===== src/common/aswc_pkg.sv =====
`default_nettype none
package aswc_pkg;
  // register byte offsets on the apb slave
  localparam logic [7:0] ASWC_CFG_OFF   = 8'hF0; // sleep/wake configuration
  localparam logic [7:0] ASWC_CTRL_OFF  = 8'hF4; // sleep type and sleep enable
  localparam logic [7:0] ASWC_STAT_OFF  = 8'hF8; // sticky event flags
  localparam logic [7:0] ASWC_WEN_OFF   = 8'hFC; // wakeup event enables

  // configuration field positions
  localparam int ASWC_CFG_SLP_BIT = 0; // sleep function select
  localparam int ASWC_CFG_WAK_BIT = 1; // wake function select

  // control field positions
  localparam int ASWC_CTRL_TYPE_LSB = 0; // sleep type field, low bit
  localparam int ASWC_CTRL_TYPE_W   = 3; // sleep type field width
  localparam int ASWC_CTRL_GO_BIT   = 7; // sleep enable, write one

  // status field positions
  localparam int ASWC_STAT_SMI_BIT = 0; // sleep request smi status
  localparam int ASWC_STAT_WAK_BIT = 1; // wake status

  // values after reset
  localparam logic [7:0] ASWC_CFG_RST  = 8'h00; // configuration after reset
  localparam logic [2:0] ASWC_TYPE_RST = 3'h0;  // sleep type after reset
  localparam logic       ASWC_PWR_RST  = 1'h1;  // power-on request idles high

  // configuration register content
  typedef struct packed {
    logic wake_function_select;  // 1: enabled wakeups also set wake status
    logic sleep_function_select; // 1: sleep request becomes an smi
  } aswc_cfg_type;

  // one apb request as seen by the slave
  typedef struct packed {
    logic        sel;    // psel
    logic        enable; // penable
    logic        write;  // pwrite
    logic [7:0]  addr;   // byte address, low bits
    logic [31:0] wdata;  // write data
  } aswc_apb_req_type;
endpackage
`default_nettype wire


===== src/logic/aswc_top.sv =====
`default_nettype none
module aswc_top
  import aswc_pkg::*;
#(
  parameter int WAKE_N = 8 // number of wakeup event inputs
) (
  input  wire logic              clock_in,               // 20 mhz system clock
  input  wire logic              rst_in,                 // synchronous reset, high
  input  wire logic              psel_in,                // apb select
  input  wire logic              penable_in,             // apb access phase
  input  wire logic              pwrite_in,              // apb direction, 1 write
  input  wire logic [7:0]        paddr_in,               // apb byte address
  input  wire logic [31:0]       pwdata_in,              // apb write data
  output logic      [31:0]       prdata_out,             // apb read data
  output logic                   pready_out,             // apb ready
  output logic                   pslverr_out,            // apb error, unmapped
  input  wire logic              power_on_request_n_in,  // power-on request, low
  input  wire logic [WAKE_N-1:0] wake_event_in,          // wakeup event levels
  output logic                   sleep_start_out,        // pulse: begin sleep
  output logic      [2:0]        sleep_type_out,         // sleep state to enter
  output logic                   smi_out,                // smi request level
  output logic                   wake_status_out         // sticky wake status
);

  // the block answers four words on the bus: configuration, control,
  // status and wakeup enables; every other word is refused with an error
  // so that a stray write from software can never reach the sleep path
  // address match used by decode and readback
  function automatic logic aswc_hit(input logic [7:0] addr, input logic [7:0] off);
    aswc_hit = (addr[7:2] == off[7:2]);
  endfunction

  // all state lives in the one clock domain; the battery-side reset
  // arrives as rst_in, so every flop below resets on it, pwr_prev_q to one and the rest to zero
  // registers
  aswc_cfg_type      cfg_q;       // sleep/wake configuration
  logic [2:0]        type_q;      // programmed sleep type
  logic              smi_stat_q;  // sleep request smi status
  logic              wake_q;      // wake status
  logic [WAKE_N-1:0] wen_q;       // wakeup enables
  logic              pwr_prev_q;  // last power-on request level
  logic              pready_q;    // ready flop
  logic              pslverr_q;   // error flop
  logic [31:0]       prdata_q;    // read data flop
  logic              start_q;     // sleep start pulse
  logic              smi_q;       // smi output flop

  // the pins are gathered once so the decode reads one carrier
  // and not five loose inputs
  // bus request bundle
  aswc_apb_req_type  req_w;       // request as one carrier
  assign req_w = '{sel: psel_in, enable: penable_in, write: pwrite_in,
                   addr: paddr_in, wdata: pwdata_in};

  // a write lands only at the edge that ends the access phase, never in
  // setup; a master that stretches its setup cannot write twice
  // the low two address bits are ignored, each register is one word
  // decode: the transfer completes at the edge where ready is seen
  wire setup_w    = req_w.sel & ~req_w.enable;          // setup cycle
  wire done_w     = req_w.sel & req_w.enable & pready_q; // access end edge
  wire wr_w       = done_w & req_w.write;               // write takes effect
  wire hit_cfg_w  = aswc_hit(req_w.addr, ASWC_CFG_OFF);  // config selected
  wire hit_ctrl_w = aswc_hit(req_w.addr, ASWC_CTRL_OFF); // control selected
  wire hit_stat_w = aswc_hit(req_w.addr, ASWC_STAT_OFF); // status selected
  wire hit_wen_w  = aswc_hit(req_w.addr, ASWC_WEN_OFF);  // enables selected
  wire mapped_w   = hit_cfg_w | hit_ctrl_w | hit_stat_w | hit_wen_w;

  // one strobe per register keeps each flop's enable a single gate,
  // which is cheap and easy to follow in a waveform
  // write strobes per register
  wire wr_cfg_w   = wr_w & hit_cfg_w;  // config write
  wire wr_ctrl_w  = wr_w & hit_ctrl_w; // control write
  wire wr_stat_w  = wr_w & hit_stat_w; // status write, one clears
  wire wr_wen_w   = wr_w & hit_wen_w;  // enables write

  // bit 7 of control is a command, not storage: it reads back zero, so a
  // read-modify-write of the sleep type cannot start sleep by accident
  // software request to sleep: a one in the sleep enable bit
  wire slp_wr_w   = wr_ctrl_w & req_w.wdata[ASWC_CTRL_GO_BIT];

  // only two bits are kept; the thirty reserved bits have no flop at all,
  // so they read zero and cannot be set by any write
  // a select written now steers requests from the next cycle on
  // configuration next value, reserved bits never stored
  aswc_cfg_type cfg_d;
  assign cfg_d = wr_cfg_w ? aswc_cfg_type'({req_w.wdata[ASWC_CFG_WAK_BIT],
                                           req_w.wdata[ASWC_CFG_SLP_BIT]}) : cfg_q;

  // sleep type follows each control write
  wire [2:0] type_d = wr_ctrl_w ?
                      req_w.wdata[ASWC_CTRL_TYPE_LSB +: ASWC_CTRL_TYPE_W] : type_q;

  // the select is taken as it stood before this write; a write of config
  // and control in one transfer is impossible, so no ordering hazard
  // limitation: two sleep requests need two bus transfers, one per pulse
  // sleep start only when the request is not diverted to an smi
  wire start_d = slp_wr_w & ~cfg_q.sleep_function_select;

  // the status is set whatever the select holds, so software can poll it
  // even with the smi masked; a clear that meets a new request loses,
  // because dropping a request is worse than reporting one twice
  // smi status: set on any sleep enable write, set wins over a clear
  wire smi_clr_w  = wr_stat_w & req_w.wdata[ASWC_STAT_SMI_BIT];
  wire smi_stat_d = slp_wr_w | (smi_stat_q & ~smi_clr_w);

  // smi follows the next status value so it rises with the status flag,
  // at the completing edge itself, and not a cycle later
  // clearing the select drops the smi while the status stays set
  // the select doubles as the enable of the smi
  wire smi_d = smi_stat_d & cfg_q.sleep_function_select;

  // the power-on request is taken as synchronous; only its falling edge
  // counts, so a button held low sets the status once and not each cycle
  // wakeup events are levels: an enabled event that stays high while selected keeps
  // setting the status and so wins over every clear while it lasts
  // wake sources: power-on fall always, enabled wakeups only when selected
  wire pwr_fall_w = pwr_prev_q & ~power_on_request_n_in;
  wire wake_evt_w = cfg_q.wake_function_select & (|(wake_event_in & wen_q));
  wire wake_clr_w = wr_stat_w & req_w.wdata[ASWC_STAT_WAK_BIT];
  wire wake_d     = pwr_fall_w | wake_evt_w | (wake_q & ~wake_clr_w);

  // an unmapped word reads zero; the error flag tells software why
  // readback mux, narrow data in the low bits, upper bits zero
  wire [31:0] rd_w =
    hit_cfg_w  ? {30'h0, cfg_q.wake_function_select, cfg_q.sleep_function_select} :
    hit_ctrl_w ? {29'h0, type_q} :
    hit_stat_w ? {30'h0, wake_q, smi_stat_q} :
    hit_wen_w  ? {{(32-WAKE_N){1'b0}}, wen_q} : 32'h0;

  // read data is captured in setup, so the access cycle shows a flop and
  // not the mux; the cost is that a read sees state one cycle old
  // bus answer: ready in the access cycle, so zero wait states
  always_ff @(posedge clock_in) begin
    if (rst_in) begin
      pready_q  <= 1'b0;
      pslverr_q <= 1'b0;
      prdata_q  <= 32'h0;
    end else begin
      pready_q  <= setup_w;
      pslverr_q <= setup_w & ~mapped_w;   // unmapped address gets an error
      if (setup_w) begin
        prdata_q <= rd_w;                 // captured while address is stable
      end
    end
  end

  // registers written by software only; no hardware event changes them
  // configuration and software-visible state, cleared by reset
  always_ff @(posedge clock_in) begin
    if (rst_in) begin
      cfg_q  <= aswc_cfg_type'(ASWC_CFG_RST[1:0]);
      type_q <= ASWC_TYPE_RST;
      wen_q  <= '0;
    end else begin
      cfg_q  <= cfg_d;
      type_q <= type_d;
      if (wr_wen_w) begin
        wen_q <= req_w.wdata[WAKE_N-1:0];
      end
    end
  end

  // flags that hardware sets and software clears, with the output flops
  // the previous power-on level resets high, matching the idle line,
  // so leaving reset with the line high never looks like a fall
  // event flags and outputs
  always_ff @(posedge clock_in) begin
    if (rst_in) begin
      smi_stat_q <= 1'b0;
      wake_q     <= 1'b0;
      start_q    <= 1'b0;
      smi_q      <= 1'b0;
      pwr_prev_q <= ASWC_PWR_RST;  // idle high, so reset gives no false fall
    end else begin
      smi_stat_q <= smi_stat_d;
      wake_q     <= wake_d;
      start_q    <= start_d;
      smi_q      <= smi_d;
      pwr_prev_q <= power_on_request_n_in;
    end
  end

  // every output is a flop, so the far side sees no decode glitches
  // outputs straight from flops
  assign prdata_out      = prdata_q;
  assign pready_out      = pready_q;
  assign pslverr_out     = pslverr_q;
  assign sleep_start_out = start_q;
  assign sleep_type_out  = type_q;
  assign smi_out         = smi_q;
  assign wake_status_out = wake_q;
endmodule
`default_nettype wire


===== config.mk =====
export PLATFORM = sky130hd
export DESIGN_NAME = aswc_top
export DESIGN_NICKNAME = d
export VERILOG_FILES = /design/src/common/aswc_pkg.sv /design/src/logic/aswc_top.sv
export SDC_FILE = /design/constraint.sdc
export NUM_CORES = 1
export LEC_CHECK = 0
export ABC_AREA = 1
export BUFFER_PORTS_ARGS = -buffer_cell sky130_fd_sc_hd__buf_2
export CAP_MARGIN = 40
export CORE_MARGIN = 1
export CORE_UTILIZATION = 42
export CTS_CLUSTER_DIAMETER = 80
export DETAILED_ROUTE_END_ITERATION = 6
export PLACE_DENSITY = 0.78
export SETUP_SLACK_MARGIN = 0.1
export SYNTH_ARGS = -nofsm -noshare
export SYNTH_HDL_FRONTEND = slang
export SYNTH_SLANG_ARGS = --single-unit

===== constraint.sdc =====
create_clock -name clock_in -period 1.45 [get_ports clock_in]
set_clock_uncertainty 0.15 [all_clocks]
set_input_delay 0.29 -clock clock_in [delete_from_list [all_inputs] [get_ports clock_in]]
set_output_delay 0.29 -clock clock_in [all_outputs]
set_load 0.03 [all_outputs]

==> results.ini <==
[floorplanning]
core-area_mm2=0.00315
chipWidth_um=60.4
die_y_um=60.4
rows=20
dieArea_mm2=0.00365
num_io_pins=94
initial_core_util=0.454

[grt]
grt_usage=0.165
grt_max_degree=17
grt_pass1_vias=1112
grt_use_met1=0.223
antenna_found_initial=0
grt_util_met3=0.0384
gr-max-usage-layer=met2
gr-total-overflow=0
grt_pass1_wl_mm=4.55
grt_use_met2=0.264

[timing]
setup_viol=0
hold_viol_final=0
period_minus_slack_ns=1.30
rsz0062_at_grt=yes
max_freq_mhz=767
post-route-period-util=0.899
slew_viol_final=0
holdWs_ns=0.0509
tns_ns=0

[detailed_routing]
wire_per_inst_um=10.1
drc=0
wl_mm=2.93
vias=1293
antenna_left=0
drt_pass1_iterations=4
drt-initial-drc-count=50
vias_per_cell=4.47

[finish]
layout_commonest_cell=nand2_1
syn_to_final_growth_pct=23.6
drive_above_1_share=0.335
instances_no_fill=289
antenna_cells=0
postLayoutCoreUtil=0.561
mostFrequentLayoutCells=55 x nand2_1, 28 x buf_2, 24 x conb_1
nets=300

[logic_synthesis]
syn_area_mm2=0.00143
yosysWarnings=0
ys_seq_elements=28
synth.distinct_cells=20
seq_area_frac_synth=0.392
avgSynthCellArea_um2=7.42
syn_inst=193

[setup_path]
path_buf_inv=1
worstSetupStartpointType=register
worst_ep_arrival_time_ns=0.86
criticalPathCategory=register to primary output
end_kind=primary output
crit_end=prdata_out[6]
crit_cells=1
crit_required_ns=1.01
critical_path.max_stage_delay_ns=0.35
cpLargestDelayFamily=flip-flops
cp_slowest_cell=dfxtp_2
r2r_start=pready_out$_SDFF_PP0_
rr_endpoint=sleep_type_out[1]$_SDFFE_PP0P_
crit_start=prdata_out[6]$_SDFFE_PP0P_
cp_max_fo=2
rrSetupSlack_ns=0.15
crit_chain=clkbuf_4
rr_worst_depth=5

[clock_tree]
clk_latency_ns=0.33
clock_path_buffers=2
cts_max_level=1
cts_tree=yes
cts-root-buf=clkbuf_4
clock-sinks=28
clk_pin_slew_ns=0.15
cts_buffers=3

[run]
max-cap-violations=0

[power]
clockPowerShare=0.332
swShare=0.267
p_int_uw=1130
p_seq_frac=0.512
power.leakage_uw=0.000827
switchingPower_uw=410
cellPowerDensity_mw_per_mm2=868
combPwrFrac=0.155
ir_drop_uv=482

[placement]
routabilityCongestion=0.772
port_buffers=43
post-dp-hpwl_mm=2.26
placed_cells=283

[status]
status=complete, no violations

[hold_path]
hp-class=primary input to register

-- Yosys cell counts (all sizes together) --
master  count  area [um^2]
buf        26          199
conb        1         3.75
nand3      21          105
nor3b       1         18.8
nor2       17          110
nand2      59          231
nor3        3         26.3
dfxtp      28          561
clkbuf      3         11.3
o21ai       3         15.0
a21boi      1         7.51
nand4       2         12.5
inv         8         30.0
a21oi      20          100
-- final cells by class --
cell class / count / area, um^2
multi-input cells: 151 / 717
flip-flops and latches: 28 / 577
well taps: 44 / 55.1
clock buffers: 3 / 22.5
inverters: 8 / 30.0
repair buffers: 54 / 338
clock inverters: 1 / 30.0
fillers: 311 / 1380
-- state kept, by name, summed over array words and instances (netlist names) --
| name | flops |
|---|---|
| pwr_prev_q | 1 |
| wen_q | 8 |
| cfg_q | 2 |
| prdata_out | 8 |
| smi_out | 1 |
| sleep_start_out | 1 |
| wake_status_out | 1 |
| sleep_type_out | 3 |
| pready_out | 1 |
| smi_stat_q | 1 |
| pslverr_out | 1 |
-- worst min path at each step --
stage / startpoint / endpoint / slack, ns / cells past startpoint
floorplan: power_on_request_n_in / pwr_prev_q$_SDFF_PP1_ / 0.24 / 2
global placement: prdata_out[4]$_SDFFE_PP0P_ / prdata_out[4]$_SDFFE_PP0P_ / 0.30 / 2
detailed placement: prdata_out[3]$_SDFFE_PP0P_ / prdata_out[3]$_SDFFE_PP0P_ / 0.30 / 2
CTS: pwdata_in[4] / wen_q[4]$_SDFFE_PP0P_ / 0.04 / 3
global route: pwdata_in[6] / wen_q[6]$_SDFFE_PP0P_ / 0.04 / 3
finish: pwdata_in[4] / wen_q[4]$_SDFFE_PP0P_ / 0.05 / 3
-- cells by family after synthesis --
group	count (synthesis)	share of synthesized area
and+or+nand+nor	103	0.352
DFF	28	0.392
AOI/OAI and AO/OA	24	0.0857
buffers and inverters	37	0.168
other	1	0.00262
-- power groups by stage --
| stage | Clock, uW | Combinational [uW] | Sequential [uW] |
|---|---|---|---|
| 2_1_floorplan | 0 | 189 | 820 |
| 3_3_place_gp | 0 | 229 | 802 |
| 3_5_place_dp | 0 | 231 | 802 |
| 4_1_cts | 530 | 235 | 786 |
| 5_1_grt | 560 | 258 | 789 |
| 6_report | 510 | 238 | 786 |
-- timing repair --
action / in CTS / in global routing
resized for setup: 4 / 29
hold endpoints to repair: 1 / 0
setup endpoints to repair: 4 / 19
setup buffers: 0 / 1
hold buffers: 1 / 0
-- routing by layer --
metal | wire (um) | vias to the layer above
li1 | - | 679
met1 | 1340 | 555
met2 | 1390 | 55
met3 | 171 | 4
met4 | 24 | 0
met5 | 0 | -
-- per-stage QoR --
stage | worst slack [ns] | area, um^2 | power, uW
final | 0.147 | 1770 | 1540
after global routing | 0.0648 | 1770 | 1610
after CTS | 0.0981 | 1720 | 1550
after floorplan | 0.177 | 1520 | 1010
after detailed placement | 0.0601 | 1650 | 1030
after global placement | 0.0742 | 1650 | 1030
No activity file was read; power rests on OpenSTA's default activity.
